## src/core/vdc_pkg.sv

```systemverilog
// Purpose: Shared constants and types for the display command controller.
// Assumes: Commands arrive as whole bytes from the serial receiver.
// Notes:   Opcodes and register reset values live here; vdc_ctrl also codes field slices and output resets.
package vdc_pkg;
    localparam int unsigned BYTE_W       = 8;
    localparam int unsigned ADDR_W       = 4;
    localparam int unsigned NUM_GRIDS    = 16;
    localparam int unsigned SYM_W        = 2;
    localparam int unsigned SEG_W        = 35;
    localparam int unsigned SCAN_SLOTS   = 16;
    localparam logic [2:0]  OP_CHAR_RAM  = 3'h0;
    localparam logic [2:0]  OP_GLYPH_RAM = 3'h1;
    localparam logic [2:0]  OP_SYM_RAM   = 3'h2;
    localparam logic [2:0]  OP_PORT      = 3'h3;
    localparam logic [2:0]  OP_DUTY      = 3'h4;
    localparam logic [2:0]  OP_DIGITS    = 3'h5;
    localparam logic [2:0]  OP_LIGHTS    = 3'h6;
    localparam logic [2:0]  OP_TEST      = 3'h7;
    localparam logic [7:0]  TEST_CODE    = 8'he0;
    localparam logic [1:0]  PORT_RESET   = 2'h3;
    localparam logic [2:0]  DUTY_RESET   = 3'h0;
    localparam logic [2:0]  DIGITS_RESET = 3'h0;
    localparam logic [4:0]  DUTY_BASE    = 5'h08;
    localparam logic [4:0]  DIGITS_BASE  = 5'h08;
    localparam logic [4:0]  DIGITS_ALL   = 5'h10;
    localparam int unsigned BIT_DISP_ON  = 3;
    localparam int unsigned BIT_STANDBY  = 2;
    localparam int unsigned BIT_ALL_ON   = 1;
    localparam int unsigned BIT_ALL_OFF  = 0;
    localparam logic [3:0]  LIGHTS_RESET = 4'h0;
    localparam logic [3:0]  SLOT_LAST    = 4'hf;
    localparam logic [7:0]  SLOT_LEN     = 8'h3f;

    typedef struct packed {
        logic             disp_on;
        logic             standby;
        logic             all_on;
        logic             all_off;
    } vdc_lights_t;

    typedef struct packed {
        logic             we;
        logic [ADDR_W-1:0] addr;
        logic [SYM_W-1:0]  data;
    } vdc_wr_t;

    typedef enum logic [1:0] {
        RX_IDLE,
        RX_CMD,
        RX_DATA,
        RX_SKIP
    } vdc_rx_state_t;
endpackage : vdc_pkg

```

## src/core/vdc_sym_ram.sv

```systemverilog
// Purpose: Small symbol memory, one two-bit entry per digit position.
// Assumes: One write port and one read port on the same clock.
// Notes:   Read data is registered, so it lags the address by one cycle.
module vdc_sym_ram
    import vdc_pkg::*;
#(
    parameter int unsigned DEPTH = NUM_GRIDS,
    parameter int unsigned AW    = ADDR_W,
    parameter int unsigned DW    = SYM_W
) (
    input  wire logic          ref_clk,
    input  wire logic          we,
    input  wire logic [AW-1:0] waddr,
    input  wire logic [DW-1:0] wdata,
    input  wire logic [AW-1:0] raddr,
    output logic      [DW-1:0] rdata_reg
);
    logic [DW-1:0] mem [DEPTH];

    always_ff @(posedge ref_clk) begin
        if (we) begin
            mem[waddr] <= wdata;
        end
    end

    always_ff @(posedge ref_clk) begin
        rdata_reg <= mem[raddr];
    end
endmodule : vdc_sym_ram

```

## src/core/vdc_ctrl.sv

```systemverilog
// Purpose: Serial command interpreter and output control for a 16-grid display driver.
// Assumes: Link select, shift clock and data are asynchronous pins, sampled on ref_clk.
// Notes:   Character and glyph memories and the scan waveform shaping live elsewhere.
// Notes on behaviour
// - Select low frames a transfer; bytes arrive LSB first on shift clock rises.
// - First byte is the command; bits 7 to 5 select the function.
// - Symbol write takes the start address, later bytes fill successive locations.
// - Symbol write command carries a four-bit digit address in bits 3 to 0.
// - Each symbol data byte supplies two bits in positions 1 and 0.
// - Symbol outputs come straight from symbol memory, not from character patterns.
// - After each symbol data byte the pointer advances by one.
// - Past the highest location the pointer wraps back to the start address.
// - Symbol address n belongs to grid n plus one.
// - Port command bit 1 loads port b, bit 0 loads port a.
// - A port pin is high for a stored one and low for a zero.
// - Both port bits are one after reset.
// - Duty value n gives a grid duty of eight plus n sixteenths.
// - Digit count zero scans all sixteen grids, n scans grids one to eight plus n.
// - Lights command: display-on bit 3, standby 2, all-on 1, all-off 0.
// - Standby forces segments, symbols and grids low and both ports high.
// - Display off forces segments, symbols, grids low; ports keep values; reset default.
// - All-on drives segments and symbols high while grids scan; all-off ignored.
// - All-off drives segments and symbols low while grids keep scanning.
// - Standby stops the oscillator while every setting keeps its value.
// - Display-on, all-on and all-off never change the port outputs.
// - A select falling edge wakes the device and restarts the oscillator.
// - Wake-up clears standby and display-on, giving display off.
// - The test command is accepted only while the test pin is high.
module vdc_ctrl
    import vdc_pkg::*;
#(
    parameter int unsigned GRIDS = NUM_GRIDS,
    parameter int unsigned SEGS  = SEG_W
) (
    input  wire logic             ref_clk,
    input  wire logic             resetn,
    input  wire logic             link_sel_n,
    input  wire logic             link_sck,
    input  wire logic             link_data,
    input  wire logic             test_pin,
    input  wire logic [SEGS-1:0]  glyph_pattern,
    output logic [GRIDS-1:0]      grid_outputs,
    output logic [SEGS-1:0]       segment_outputs,
    output logic [SYM_W-1:0]      symbol_segment_outputs,
    output logic                  port_out_a,
    output logic                  port_out_b,
    output logic [ADDR_W-1:0]     scan_digit,
    output logic                  osc_run,
    output logic                  test_mode,
    output logic [BYTE_W-1:0]     char_wr_data,
    output logic [ADDR_W-1:0]     char_wr_addr,
    output logic                  char_wr_en
);
    // Two-stage synchronisers; the first stage is read only by the second.
    // The test strap is synchronised as well, since a board jumper may move at any time.
    // Reset values match the idle pin levels, so no false edge follows reset.
    logic [1:0] sel_meta_reg, sck_meta_reg, dat_meta_reg, tst_meta_reg;
    logic       sel_reg, sck_reg, dat_reg, tst_reg;
    logic       sel_prev_reg, sck_prev_reg;

    always_ff @(posedge ref_clk) begin
        if (!resetn) begin
            sel_meta_reg <= 2'h3;
            sck_meta_reg <= 2'h0;
            dat_meta_reg <= 2'h0;
            tst_meta_reg <= 2'h0;
        end else begin
            sel_meta_reg <= {sel_meta_reg[0], link_sel_n};
            sck_meta_reg <= {sck_meta_reg[0], link_sck};
            dat_meta_reg <= {dat_meta_reg[0], link_data};
            tst_meta_reg <= {tst_meta_reg[0], test_pin};
        end
    end

    assign sel_reg = sel_meta_reg[1];
    assign sck_reg = sck_meta_reg[1];
    assign dat_reg = dat_meta_reg[1];
    assign tst_reg = tst_meta_reg[1];

    always_ff @(posedge ref_clk) begin
        if (!resetn) begin
            sel_prev_reg <= 1'b1;
            sck_prev_reg <= 1'b0;
        end else begin
            sel_prev_reg <= sel_reg;
            sck_prev_reg <= sck_reg;
        end
    end

    logic sel_fall, sck_rise, active;
    assign sel_fall = sel_prev_reg & ~sel_reg;
    assign sck_rise = ~sck_prev_reg & sck_reg & ~sel_reg;
    assign active   = ~sel_reg;

    // Byte assembly: shift in LSB first, a byte is done on its eighth bit.
    logic [BYTE_W-1:0] shift_reg;
    logic [2:0]        bit_cnt_reg;
    logic              byte_done;
    logic [BYTE_W-1:0] byte_val;

    assign byte_val  = {dat_reg, shift_reg[BYTE_W-1:1]};
    assign byte_done = sck_rise && (bit_cnt_reg == 3'h7);

    always_ff @(posedge ref_clk) begin
        if (!resetn || !active) begin
            bit_cnt_reg <= 3'h0;
            shift_reg   <= '0;
        end else if (sck_rise) begin
            bit_cnt_reg <= bit_cnt_reg + 3'h1;
            shift_reg   <= byte_val;
        end
    end

    // Transfer state: first byte is the command, later ones are data for memory writes and are skipped otherwise.
    vdc_rx_state_t rx_reg;
    logic [2:0]    op_reg;

    always_ff @(posedge ref_clk) begin
        if (!resetn || !active) begin
            rx_reg <= RX_IDLE;
        end else begin
            unique case (rx_reg)
                RX_IDLE: begin
                    rx_reg <= RX_CMD;
                end
                RX_CMD: begin
                    if (byte_done) begin
                        rx_reg <= (byte_val[7:5] inside {OP_CHAR_RAM, OP_GLYPH_RAM,
                            OP_SYM_RAM}) ? RX_DATA : RX_SKIP;
                    end
                end
                RX_DATA: begin
                    rx_reg <= RX_DATA;
                end
                RX_SKIP: begin
                    rx_reg <= RX_SKIP;
                end
            endcase
        end
    end

    always_ff @(posedge ref_clk) begin
        if (!resetn) begin
            op_reg <= OP_CHAR_RAM;
        end else if (rx_reg == RX_CMD && byte_done) begin
            op_reg <= byte_val[7:5];
        end
    end

    logic cmd_done, data_done;
    assign cmd_done  = (rx_reg == RX_CMD) && byte_done;
    assign data_done = (rx_reg == RX_DATA) && byte_done;

    // Address pointers with wrap back to the start address.
    logic [ADDR_W-1:0] start_reg, ptr_reg;

    always_ff @(posedge ref_clk) begin
        if (!resetn) begin
            start_reg <= '0;
            ptr_reg   <= '0;
        end else if (cmd_done) begin
            start_reg <= byte_val[ADDR_W-1:0];
            ptr_reg   <= byte_val[ADDR_W-1:0];
        end else if (data_done) begin
            ptr_reg <= (ptr_reg == SLOT_LAST) ? start_reg : ptr_reg + 4'h1;
        end
    end

    vdc_wr_t sym_wr;
    always_comb begin
        sym_wr.we   = data_done && (op_reg == OP_SYM_RAM);
        sym_wr.addr = ptr_reg;
        sym_wr.data = byte_val[SYM_W-1:0];
    end

    // Character code writes are handed to the character memory outside.
    always_ff @(posedge ref_clk) begin
        if (!resetn) begin
            char_wr_en   <= 1'b0;
            char_wr_addr <= '0;
            char_wr_data <= '0;
        end else begin
            char_wr_en   <= data_done && (op_reg == OP_CHAR_RAM);
            char_wr_addr <= ptr_reg;
            char_wr_data <= byte_val;
        end
    end

    // Configuration registers.
    logic [1:0]  port_reg;
    logic [2:0]  duty_reg, digits_reg;
    vdc_lights_t lights_reg;

    always_ff @(posedge ref_clk) begin
        if (!resetn) begin
            port_reg <= PORT_RESET;
        end else if (cmd_done && byte_val[7:5] == OP_PORT) begin
            port_reg <= byte_val[1:0];
        end
    end

    always_ff @(posedge ref_clk) begin
        if (!resetn) begin
            duty_reg   <= DUTY_RESET;
            digits_reg <= DIGITS_RESET;
        end else begin
            if (cmd_done && byte_val[7:5] == OP_DUTY) begin
                duty_reg <= byte_val[2:0];
            end
            if (cmd_done && byte_val[7:5] == OP_DIGITS) begin
                digits_reg <= byte_val[2:0];
            end
        end
    end

    // Wake-up on select falling edge wins over a standby write in flight.
    always_ff @(posedge ref_clk) begin
        if (!resetn) begin
            lights_reg <= vdc_lights_t'(LIGHTS_RESET);
        end else if (sel_fall && lights_reg.standby) begin
            lights_reg.standby <= 1'b0;
            lights_reg.disp_on <= 1'b0;
        end else if (cmd_done && byte_val[7:5] == OP_LIGHTS) begin
            lights_reg <= vdc_lights_t'(byte_val[3:0]);
        end
    end

    always_ff @(posedge ref_clk) begin
        if (!resetn) begin
            test_mode <= 1'b0;
        end else if (!tst_reg) begin
            test_mode <= 1'b0;
        end else if (cmd_done && byte_val == TEST_CODE) begin
            test_mode <= 1'b1;
        end
    end

    // Scan timing. Stopping the scan counter stands in for the stopped oscillator,
    // so every setting above is simply held while standby lasts.
    // A digit slot lasts SLOT_LEN plus one cycles, cut into sixteen sub-slots of four.
    logic [7:0]        tick_reg;
    logic [ADDR_W-1:0] slot_reg;
    logic [ADDR_W-1:0] slot_next;
    logic              slot_end;
    logic [4:0]        n_digits, duty_on;
    logic              run;

    assign run      = ~lights_reg.standby;
    assign slot_end = (tick_reg == SLOT_LEN);
    assign n_digits = (digits_reg == 3'h0) ? DIGITS_ALL
                                           : DIGITS_BASE + {2'h0, digits_reg};
    assign duty_on  = DUTY_BASE + {2'h0, duty_reg};

    // Symbol memory is read at the slot about to be shown, so that its registered
    // data lines up with the grid it belongs to.
    always_comb begin
        slot_next = slot_reg;
        if (run && slot_end) begin
            if ({1'b0, slot_reg} == n_digits - 5'h1) begin
                slot_next = '0;
            end else begin
                slot_next = slot_reg + 4'h1;
            end
        end
    end

    always_ff @(posedge ref_clk) begin
        if (!resetn) begin
            tick_reg <= '0;
            slot_reg <= '0;
        end else if (run) begin
            tick_reg <= slot_end ? '0 : tick_reg + 8'h1;
            slot_reg <= slot_next;
        end
    end

    // The pulse is lit for duty_on of sixteen sub-slots of each digit slot.
    logic pulse_on;
    assign pulse_on = ({1'b0, tick_reg[5:2]} < duty_on);

    logic [SYM_W-1:0] sym_rd;
    vdc_sym_ram #(
        .DEPTH (NUM_GRIDS),
        .AW    (ADDR_W),
        .DW    (SYM_W)
    ) u_sym_ram (
        .ref_clk   (ref_clk),
        .we        (sym_wr.we),
        .waddr     (sym_wr.addr),
        .wdata     (sym_wr.data),
        .raddr     (slot_next),
        .rdata_reg (sym_rd)
    );

    // Output stage, registered; standby outranks every other light bit.
    logic [GRIDS-1:0] grid_next;
    logic [SEGS-1:0]  seg_next;
    logic [SYM_W-1:0] sym_next;

    always_comb begin
        grid_next = '0;
        grid_next[slot_reg] = pulse_on;
        seg_next  = glyph_pattern;
        sym_next  = sym_rd;
        if (lights_reg.standby) begin
            grid_next = '0;
            seg_next  = '0;
            sym_next  = '0;
        end else if (!lights_reg.disp_on) begin
            grid_next = '0;
            seg_next  = '0;
            sym_next  = '0;
        end else if (lights_reg.all_on) begin
            seg_next  = '1;
            sym_next  = '1;
        end else if (lights_reg.all_off) begin
            seg_next  = '0;
            sym_next  = '0;
        end
    end

    always_ff @(posedge ref_clk) begin
        if (!resetn) begin
            grid_outputs           <= '0;
            segment_outputs        <= '0;
            symbol_segment_outputs <= '0;
            port_out_a             <= 1'b1;
            port_out_b             <= 1'b1;
            scan_digit             <= '0;
            osc_run                <= 1'b1;
        end else begin
            grid_outputs           <= grid_next;
            segment_outputs        <= seg_next;
            symbol_segment_outputs <= sym_next;
            port_out_a <= lights_reg.standby ? 1'b1 : port_reg[0];
            port_out_b <= lights_reg.standby ? 1'b1 : port_reg[1];
            scan_digit <= slot_reg;
            osc_run    <= run;
        end
    end
endmodule : vdc_ctrl

```

## config.mk

```make
export PLATFORM = sky130hd
export DESIGN_NAME = vdc_ctrl
export DESIGN_NICKNAME = d
export VERILOG_FILES = /design/src/core/vdc_pkg.sv /design/src/core/vdc_sym_ram.sv /design/src/core/vdc_ctrl.sv
export SDC_FILE = /design/constraint.sdc
export NUM_CORES = 1
export LEC_CHECK = 0
export ABC_AREA = 0
export BUFFER_PORTS_ARGS = -buffer_cell sky130_fd_sc_hd__buf_2
export CAP_MARGIN = 40
export CORE_MARGIN = 2
export CORE_UTILIZATION = 30
export DETAILED_ROUTE_END_ITERATION = 8
export PLACE_DENSITY = 0.6
export SLEW_MARGIN = 20
export SYNTH_ARGS = -nofsm -noshare
export SYNTH_HDL_FRONTEND = slang
export SYNTH_HIERARCHICAL = 1
export SYNTH_SLANG_ARGS = --single-unit
```

## constraint.sdc

```tcl
create_clock -name ref_clk -period 3.4 [get_ports ref_clk]
set_clock_uncertainty 0.15 [all_clocks]
set_input_delay 0.17 -clock ref_clk [delete_from_list [all_inputs] [get_ports ref_clk]]
set_output_delay 0.17 -clock ref_clk [all_outputs]
set_load 0.1 [all_outputs]
```

==> results of run 1 <==
==> per-layer routing <==
layer | part of all wire | track usage | vias up
met2 | 0.45 | 0.1901 | 110
met5 | 0 | 0 | -
met3 | 0.052 | 0.03574 | 15
met1 | 0.49 | 0.1706 | 2118
li1 | - | - | 2271
met4 | 0.011 | 0.04118 | 0
==> synthesized netlist by cell type (7+ instances only) <==
library cell | count | area, um2
a21oi_1 | 59 | 295.3
a31oi_1 | 7 | 43.79
and2_1 | 18 | 112.6
clkbuf_1 | 20 | 75.07
dfxtp_1 | 133 | 2663
edfxtp_1 | 32 | 960.9
ha_1 | 11 | 137.6
inv_1 | 12 | 45.04
mux2i_1 | 17 | 170.2
nand2_1 | 65 | 244.0
nand2b_1 | 10 | 62.56
nand3_1 | 14 | 70.07
nor2_1 | 89 | 334.1
==> area by class of cell <==
class / instances / share of cell area
Clock buffer: 18 / 0.05488
Clock inverter: 14 / 0.01520
Inverter: 13 / 0.006240
Multi-Input combinational cell: 368 / 0.2858
Sequential cell: 165 / 0.4634
Tap cell: 265 / 0.04240
Timing Repair Buffer: 160 / 0.1322
==> cells by family (layout without fill, tap and decap cells) <==
group / count (synthesis) / count (layout) / synth area share
DFF: 165 / 165 / 0.5997
and+or+nand+nor: 239 / 239 / 0.1936
AOI/OAI and AO/OA: 83 / 83 / 0.07848
muxes: 25 / 25 / 0.06047
adders and majority gates: 11 / 11 / 0.02278
buffers and inverters: 41 / 205 / 0.03044
xor gates and xnor gates: 10 / 10 / 0.01450
==> metrics by stage <==
stage | hold slack (ps) | std cells
floorplan | 121.5 | 574
global placement | 229.1 | 931
detailed placement | 221.3 | 932
CTS | 1.646 | 1003
global route | 17.00 | 1003
finish | 13.68 | 1003
==> worst min-delay path: cells and delay by family <==
family                 cells  cell delay [ps]
and+or+nand+nor            2              280
buffers and inverters      1              100
==> power breakdown <==
group	internal [mW]	total, mW	leakage, nW	switching (mW)
combinational	0.0738	0.131	1.55	0.0575
sequential	2.00	2.01	1.37	0.00951
clock	0.956	1.76	0.268	0.806
==> cell usage in the layout, fill, tap and decap left out, types with 6 or more instances in the layout <==
cell type / instances
nand2_1: 65
inv_1: 12
clkbuf_16: 17
nand3_1: 14
nor3_1: 6
buf_2: 114
a31oi_1: 7
nor2b_1: 6
nor2_1: 89
dfxtp_1: 133
xor2_1: 6
mux2i_1: 17
buf_4: 6
ha_1: 11
a21oi_1: 59
dlygate4sd3_1: 39
and2_1: 18
nand2b_1: 10
edfxtp_1: 32
==> how the worst max path moves through the flow <==
stage / start / to / slack (ps) / cells past startpoint
floorplan: bit_cnt_reg[0] / u_sym_ram/mem[0][0] / 860 / 7
global placement: digits_reg[0] / u_sym_ram/rdata_reg[0] / 600 / 9
detailed placement: digits_reg[0] / u_sym_ram/rdata_reg[1] / 500 / 9
CTS: digits_reg[0] / u_sym_ram/rdata_reg[1] / 510 / 9
global route: digits_reg[1] / u_sym_ram/rdata_reg[1] / 330 / 9
finish: digits_reg[0] / u_sym_ram/rdata_reg[1] / 550 / 9
==> run_results.csv, run 1 <==
group,metric,value,unit
global_route,grt_usage,0.1248,
synth,synth.net_count,626,
worst_setup_path,worstPathCellList,"inv_1 > ha_1 > or4b_1 > nand4_1 > o211ai_1 > nand2_1 > mux4_2 > a22oi_1 > nand3_1",
layout,largest_register,"segment_outputs",
sta,timing.final.crit_share,0.8397,
clock_network,clkLatencyLatePin,420,ps
layout,layout_top_registers,"segment_outputs: 35 flops, u_sym_ram/mem: 32 flops, grid_outputs: 16 flops",
drt,wl_per_cell,13.14,um
sta,tightestPinTransition,727.7,ps
worst_setup_path,cp_slowest_stage_delay,560,ps
layout,n_fill_cell,1920,
synth,yosysWarnings,6,
place,dp_hpwl,8424,um
drt,avgViaCountPerCell,4.500,
floorplanning,fp.dieH,145.9,um
worst_setup_path,cp_max_fo,8,
floorplanning,ios,115,
synth,async_flop_share,0,
global_route,grt_pass1_vias,4204,
drt,first_pass_iters,4,
floorplanning,num_rows,51,
synth,yosysSeqAreaShare,0.5997,
clock_network,cts_sinks,165,
worst_setup_path,path_delay_family,"simple AND/OR/NAND/NOR gates",
layout,stdcell_area,7820,um2
pwr,power_density,498.8,nW/um2
synth,ys_ff_latch,165,
clock_network,clk_pin_slew_worst_paths,60,ps
pwr,p_leak,3.191,nW
synth,synth_ff_type,"dfxtp_1",
sta,min_period,2855,ps
worst_setup_path,timing.rr.start,"digits_reg[0]",
synth,ys_types,52,
floorplanning,dieArea,21290,um2
worst_setup_path,worstSetupStartpointType,"flop",
worst_setup_path,crit_arrival,3010,ps
place,preCtsSetupSlack,496.2,ps
synth,synth_edf_count,32,
clock_network,cts_tree,"done",
floorplanning,initial_core_util,0.3084,
place,gp_congestion,0.7381,
sta,relSlewSlack,0.5142,
worst_setup_path,crit_type,"flop to flop",
sta,finalHoldViolations,0,
hold_path,min_from,"resetn",
layout,diodes,0,
synth,syn_area,6042,um2
sta,rsz0062_at_grt,"no",
pwr,ir_drop,0.2977,mV
place,placed_cell_area,6882,um2
layout,multi_input_area,2235,um2
place,numPortBuffers,114,
worst_setup_path,cp_slowest_cell,"mux4_2",
hold_path,hp-class,"primary input to flop",
layout,largest_register_ffs,35,
worst_setup_path,crit_path_end_kind,"flop",
sta,finalMaxSlewViolations,0,
global_route,grt_max_degree,40,
clock_network,post-cts-setup-buffer-count,0,
clock_network,cts_max_path_buffers,2,
global_route,grt_pass1_wl,21470,um
worst_setup_path,cp_num_buf_inv,1,
global_route,antenna_found_initial,0,
drt,ant_nets,0,
layout,layout.nets,777,
drt,drc,0,
hold_path,min_to,"port_out_b",
drt,routed_wl,13180,um
floorplanning,die_w,145.9,um
layout,area_delta_synth_final,29.43,%
synth,syn_inst,574,
worst_setup_path,r2r.worst_path.cells,9,
clock_network,cts_root_buffer,"clkbuf_16",
hold_path,hold_depth,3,
sta,fin_tns_setup,0,ps
sta,fmax,0.3503,GHz
worst_setup_path,required,3550,ps
global_route,overflow,0,
layout,seqCellArea,3623,um2
sta,setup_viol,0,
run_status,outcome,"finished clean",
worst_setup_path,worstReg2RegEnd,"u_sym_ram/rdata_reg[1]",
layout,fin_util,0.3992,
job,drv_cap,0,
synth,syn_avg_cell_area,10.53,um2
pwr,p_total,3.901,mW
clock_network,cts_buffers,17,
clock_network,postCtsHoldBufs,39,
layout,drive_gt1_frac,0.2276,
worst_setup_path,rrSetupSlack,550,ps
clock_network,htree_levels,4,
clock_network,cts.repair.resized,0,
sta,worst_slack,545.1,ps
drt,vias,4514,
floorplanning,core_area,19590,um2
drt,dr.first_iter.drc_count,246,
(Power assumes the default switching activity.)
==> inputs of run 2 (changes only) <==
ABC_AREA = 1   (was 0)
PLACE_DENSITY = 0.62   (was 0.6)
clock period = 2.4 ns   (was 3.4 ns; I/O delays follow)
==> run_results.csv, run 2 <==
group,metric,value,unit
synth,synth.net_count,879,
worst_setup_path,crit_path_end_kind,"flop",
pwr,power_density,660.8,nW/um2
clock_network,cts_max_path_buffers,2,
worst_setup_path,crit_type,"flop to flop",
synth,yosysMostFrequentCell,"nand2_1",
floorplanning,die_w,152.7,um
clock_network,cts_sinks,165,
synth,syn_avg_cell_area,8.019,um2
layout,n_fill_cell,2207,
place,dp_cells,1208,
sta,setup_viol,0,
floorplanning,initial_core_util,0.3048,
synth,syn_area,6631,um2
drt,vias,5477,
synth,synth_top_area_frac,0.4015,
clock_network,cts_tree,"done",
layout,layout_commonest_cell,"nand2_1",
worst_setup_path,path_delay_family,"simple AND/OR/NAND/NOR gates",
synth,synth_ff_type,"dfxtp_1",
layout,largest_register_ffs,35,
clock_network,htree_levels,4,
synth,async_flop_share,0,
place,dp_hpwl,10090,um
sta,hold_slack,261.5,ps
layout,final_cells,1279,
layout,largest_register,"segment_outputs",
sta,finalMaxSlewViolations,0,
floorplanning,num_rows,54,
drt,avgViaCountPerCell,4.282,
sta,fmax,0.4626,GHz
worst_setup_path,cp_slowest_cell,"dfxtp_1",
drt,first_pass_iters,4,
place,preCtsSetupSlack,181.0,ps
global_route,grt_pass1_vias,5175,
pwr,p_total,5.621,mW
clock_network,cts_root_buffer,"clkbuf_16",
sta,relSlewSlack,0.6016,
drt,dr.first_iter.drc_count,381,
global_route,overflow,0,
synth,yosys-top-cells-count,"nand2_1, inv_1, dfxtp_1",
drt,drc,0,
layout,diodes,0,
sta,min_period,2162,ps
global_route,grt_usage,0.1286,
worst_setup_path,rrSetupSlack,240,ps
floorplanning,ios,115,
drt,routed_wl,14800,um
worst_setup_path,required,2560,ps
layout,layout_top_registers,"segment_outputs: 35 flops, u_sym_ram/mem: 32 flops, grid_outputs: 16 flops",
synth,ys_ff_latch,165,
pwr,p_leak,4.387,nW
pwr,ir_drop,0.4633,mV
run_status,outcome,"finished clean",
layout,drive_gt1_frac,0.2002,
drt,wl_per_cell,11.57,um
layout,stdcell_area,8507,um2
layout,layout_common_cells,"nand2_1, inv_1, dfxtp_1",
clock_network,cts_buffers,17,
worst_setup_path,worstPathCellList,"inv_1 > ha_1 > nand2_1 > nand2_1 > nor2_2 > nand3_2 > nor2_2 > nor2_1 > buf_4 > inv_6 > nand2_1 > nand3_1 > nand3_1 > nand3_1 > nand2_1",
clock_network,post-cts-setup-buffer-count,0,
synth,synth_area_leaders,"dfxtp_1, nand2_1, edfxtp_1",
global_route,antenna_found_initial,0,
worst_setup_path,cp_slowest_stage_delay,350,ps
worst_setup_path,cp_num_buf_inv,3,
global_route,grt_pass1_wl,24720,um
place,placed_cell_area,7521,um2
sta,finalHoldViolations,0,
synth,synth_top_cell_by_area,"dfxtp_1",
synth,yosysSeqAreaShare,0.5464,
synth,yosysWarnings,6,
layout,layout.nets,1039,
worst_setup_path,worstSetupStartpointType,"flop",
layout,area_delta_synth_final,28.28,%
worst_setup_path,crit_top_cell,"nand2_1",
hold_path,hp-class,"flop to flop",
floorplanning,fp.dieH,152.7,um
sta,tightestPinTransition,596.9,ps
place,numPortBuffers,114,
place,gp_congestion,0.7983,
sta,timing.final.crit_share,0.9007,
job,drv_cap,0,
clock_network,clk_pin_slew_worst_paths,60,ps
floorplanning,dieArea,23310,um2
drt,ant_nets,0,
worst_setup_path,cp_max_fo,17,
global_route,grt_max_degree,41,
synth,ys_types,39,
synth,syn_inst,827,
clock_network,clkLatencyLatePin,420,ps
sta,worst_slack,238.4,ps
floorplanning,core_area,21760,um2
worst_setup_path,crit_arrival,2320,ps
sta,rsz0062_at_grt,"no",
synth,synth_edf_count,32,
sta,fin_tns_setup,0,ps
layout,fin_util,0.3910,
## run 2: changes by cell type in the layout (fill, tap and decap cells not counted), sizes merged, moves of 6 or more
cell,previous run,this run
nand2,65,267
and2,18,0
o21ai,2,26
mux4,8,0
a31oi,7,1
nor2,90,77
nand2b,10,0
nand3,14,49
a21oi,59,30
inv,19,144
mux2i,17,0
buf,121,131
nor2b,6,0
## run 2: routing by layer
| layer | vias up | share of wire | global-route usage |
|---|---|---|---|
| li1 | 2841 | - | - |
| met4 | 0 | 0.0074 | 0.02822 |
| met2 | 168 | 0.47 | 0.2227 |
| met1 | 2454 | 0.46 | 0.1620 |
| met3 | 14 | 0.062 | 0.03242 |
| met5 | - | 0 | 0 |
## run 2: final timing paths
check / startpoint / end / cells past startpoint
worst min-delay path: dat_meta_reg[0] / dat_meta_reg[1] / 2
worst max-delay path: digits_reg[0] / u_sym_ram/rdata_reg[0] / 15
worst max register to register: digits_reg[0] / u_sym_ram/rdata_reg[0] / 15
worst min register to register: dat_meta_reg[0] / dat_meta_reg[1] / 2
## run 2: kinds of logic (layout without fill, tap and decap cells)
family / count (synthesis) / count (layout) / synth area share
adder cells (fa/ha/maj): 11 / 11 / 0.02075
buffers and inverters: 173 / 345 / 0.1072
XOR/XNOR: 1 / 1 / 0.001321
flip-flops: 165 / 165 / 0.5464
AO/OA/AOI/OAI: 62 / 62 / 0.04981
AND/OR/NAND/NOR: 415 / 415 / 0.2745
## run 2: power by group
group | switching (mW) | internal, mW
registers | 0.00762 | 2.83
logic | 0.0815 | 0.0925
clock network | 1.09 | 1.52
## run 2: tightest hold or removal path: cells and delay by family, from the launching register on
kind | cells | cell delay, ps
DFF | 1 | 310
and+or+nand+nor | 1 | 40
buffers and inverters | 1 | 40
## run 2: layout make-up
type,count,area [um2],share of cell area
flip-flops and latches,165,3625,0.4261
inverters,143,541.8,0.06369
clock inverters,10,98.84,0.01162
well taps,280,350.3,0.04118
multi-input cells,489,2307,0.2712
clock buffers,21,473.0,0.05560
repair buffers,171,1111,0.1306
## run 2: timing repair
action / in CTS / in global routing
resized for setup: 0 / 4
hold buffers: 40 / 0
hold endpoints to repair: 47 / 0
setup endpoints to repair: 0 / 2
==> inputs of run 3 (changes only) <==
ABC_AREA = unset   (was 1)
==> run_results.csv, run 3 (synthesized netlist as in run 1, its figures left out) <==
group,metric,value,unit
pwr,p_seq_frac,0.504,
clock_network,cts_tree,"done",
worst_setup_path,crit_arrival,2640,ps
run_status,outcome,"complete, but fails checks",
place,gp_congestion,0.7482,
sta,worst_slack,-90.14,ps
pwr,p_sw_frac,0.2253,
pwr,p_leak,3.383,nW
sta,setup_viol,2,
worst_setup_path,cp_num_buf_inv,2,
worst_setup_path,crit_type,"flop to flop",
clock_network,cts_buffers,17,
layout,layout_commonest_cell,"dfxtp_1",
floorplanning,die_w,145.9,um
place,dp_hpwl,8869,um
worst_setup_path,cp_max_fo,8,
hold_path,hp-class,"flop to flop",
floorplanning,core_area,19590,um2
hold_path,hold_depth,1,
drt,avgViaCountPerCell,4.437,
drt,routed_wl,13770,um
layout,largest_register_ffs,35,
pwr,power.switching,1.269,mW
place,preCtsSetupSlack,-149.5,ps
pwr,power_density,686.7,nW/um2
place,numPortBuffers,114,
global_route,grt_max_degree,38,
sta,fmax,0.4016,GHz
drt,wl_per_cell,13.28,um
layout,n_fill_cell,1872,
layout,layout.nets,812,
hold_path,min_to,"sel_meta_reg[1]",
worst_setup_path,worstPathCellList,"inv_2 > ha_4 > or4b_1 > nand4_1 > o211ai_1 > nand2_1 > buf_12 > mux4_2 > a22oi_2 > nand3_1",
floorplanning,fp.dieH,145.9,um
layout,largest_register,"segment_outputs",
pwr,comb_power_share,0.036,
layout,multi_input_area,2326,um2
pwr,ir_drop,0.4994,mV
worst_setup_path,crit_path_end_kind,"flop",
floorplanning,dieArea,21290,um2
global_route,overflow,0,
global_route,antenna_found_initial,0,
layout,final_cells,1037,
clock_network,cts_root_buffer,"clkbuf_16",
clock_network,cts_max_path_buffers,2,
sta,relSlewSlack,0.5469,
layout,area_delta_synth_final,35.72,%
layout,diodes,0,
run_status,violations,"setup timing",
global_route,grt_pass1_vias,4419,
sta,finalHoldViolations,0,
worst_setup_path,worstReg2RegEnd,"u_sym_ram/rdata_reg[1]",
layout,layout_common_cells,"dfxtp_1, buf_2, nor2_1",
layout,layout_top_registers,"segment_outputs: 35 flops, u_sym_ram/mem: 32 flops, grid_outputs: 16 flops",
place,dp_cells,961,
layout,stdcell_area,8200,um2
pwr,power_frac_clock,0.459,
global_route,grt_pass1_wl,22540,um
sta,min_period,2490,ps
floorplanning,num_rows,51,
sta,finalMaxSlewViolations,0,
pwr,p_int,4.363,mW
worst_setup_path,required,2550,ps
worst_setup_path,worstSetupStartpointType,"flop",
global_route,grt_usage,0.1308,
worst_setup_path,r2r.worst_path.cells,10,
layout,drive_gt1_frac,0.2850,
sta,tightestPinTransition,678.6,ps
clock_network,cts_sinks,165,
drt,dr.first_iter.drc_count,217,
clock_network,htree_levels,4,
worst_setup_path,rrSetupSlack,-90,ps
place,placed_cell_area,7122,um2
layout,seqCellArea,3627,um2
clock_network,clkLatencyLatePin,430,ps
job,drv_cap,0,
drt,ant_nets,0,
hold_path,min_from,"sel_meta_reg[0]",
drt,vias,4601,
worst_setup_path,timing.rr.start,"digits_reg[1]",
sta,timing.final.crit_share,1.038,
layout,fin_util,0.4186,
drt,first_pass_iters,6,
worst_setup_path,cp_slowest_stage_delay,520,ps
clock_network,clk_pin_slew_worst_paths,70,ps
worst_setup_path,cp_slowest_cell,"mux4_2",
sta,rsz0062_at_grt,"yes",
worst_setup_path,path_delay_family,"simple AND/OR/NAND/NOR gates",
floorplanning,initial_core_util,0.3084,
floorplanning,ios,115,
drt,drc,0,
==> run 3: changes by cell type in the layout (fill, tap and decap cells not counted), sizes merged, moves of 8 or more <==
cell | before | now
nand2 | 267 | 65
inv | 144 | 20
nand3 | 49 | 14
a21oi | 30 | 59
o21ai | 26 | 2
buf | 131 | 151
and2 | 0 | 18
mux2i | 0 | 17
nor2 | 77 | 90
nand2b | 0 | 10
mux4 | 0 | 8
==> run 3: cell type report <==
cell class | count | share of cell area
timing repair buffer | 195 | 0.1587
inverter | 13 | 0.005951
clock buffer | 18 | 0.05493
sequential | 165 | 0.4423
tap | 265 | 0.04043
clock inverter | 13 | 0.01404
multi-input combinational | 368 | 0.2836
==> run 3: per-layer routing <==
layer / global-route usage / routed length [um] / up-vias
met5: 0 / 0 / -
met4: 0.04559 / 183 / 0
met3: 0.03135 / 648 / 17
li1: - / - / 2340
met1: 0.1777 / 6840 / 2116
met2: 0.2040 / 6096 / 128
==> run 3: through the flow <==
stage	power, mW	TNS (ps)	hold slack (ps)
floorplan	2.986	-31.49	71.47
global placement	3.051	-191.8	174.8
detailed placement	3.049	-271.6	162.2
CTS	5.708	-207.2	278.2
global route	5.849	-468.9	296.2
finish	5.631	-175.0	272.0
==> run 3: timing repair <==
action	in CTS	in global routing
setup buffers	1	0
hold endpoints to repair	44	0
cloned	0	0
setup endpoints to repair	8	22
gates resized for setup	5	11
pin swaps	3	2
hold buffers	44	0
==> run 3: power groups by stage <==
stage | logic, mW | clock network [mW] | registers, mW
after global routing | 0.225 | 2.78 | 2.84
after CTS | 0.205 | 2.66 | 2.84
after detailed placement | 0.147 | 0 | 2.90
after global placement | 0.148 | 0 | 2.90
after floorplan | 0.0762 | 0 | 2.91
final | 0.205 | 2.59 | 2.84
==> run 3: how the worst max path moves through the flow <==
stage          slack (ps)     startpoint  depth (start not counted)                     end
2_1_floorplan         -20  digits_reg[0]                         10  u_sym_ram/rdata_reg[0]
3_3_place_gp         -120  digits_reg[1]                         10  u_sym_ram/rdata_reg[0]
3_5_place_dp         -150  digits_reg[1]                         10  u_sym_ram/rdata_reg[0]
4_1_cts              -110  digits_reg[1]                         10  u_sym_ram/rdata_reg[0]
5_1_grt              -250  digits_reg[1]                         10  u_sym_ram/rdata_reg[0]
6_report              -90  digits_reg[1]                         10  u_sym_ram/rdata_reg[1]
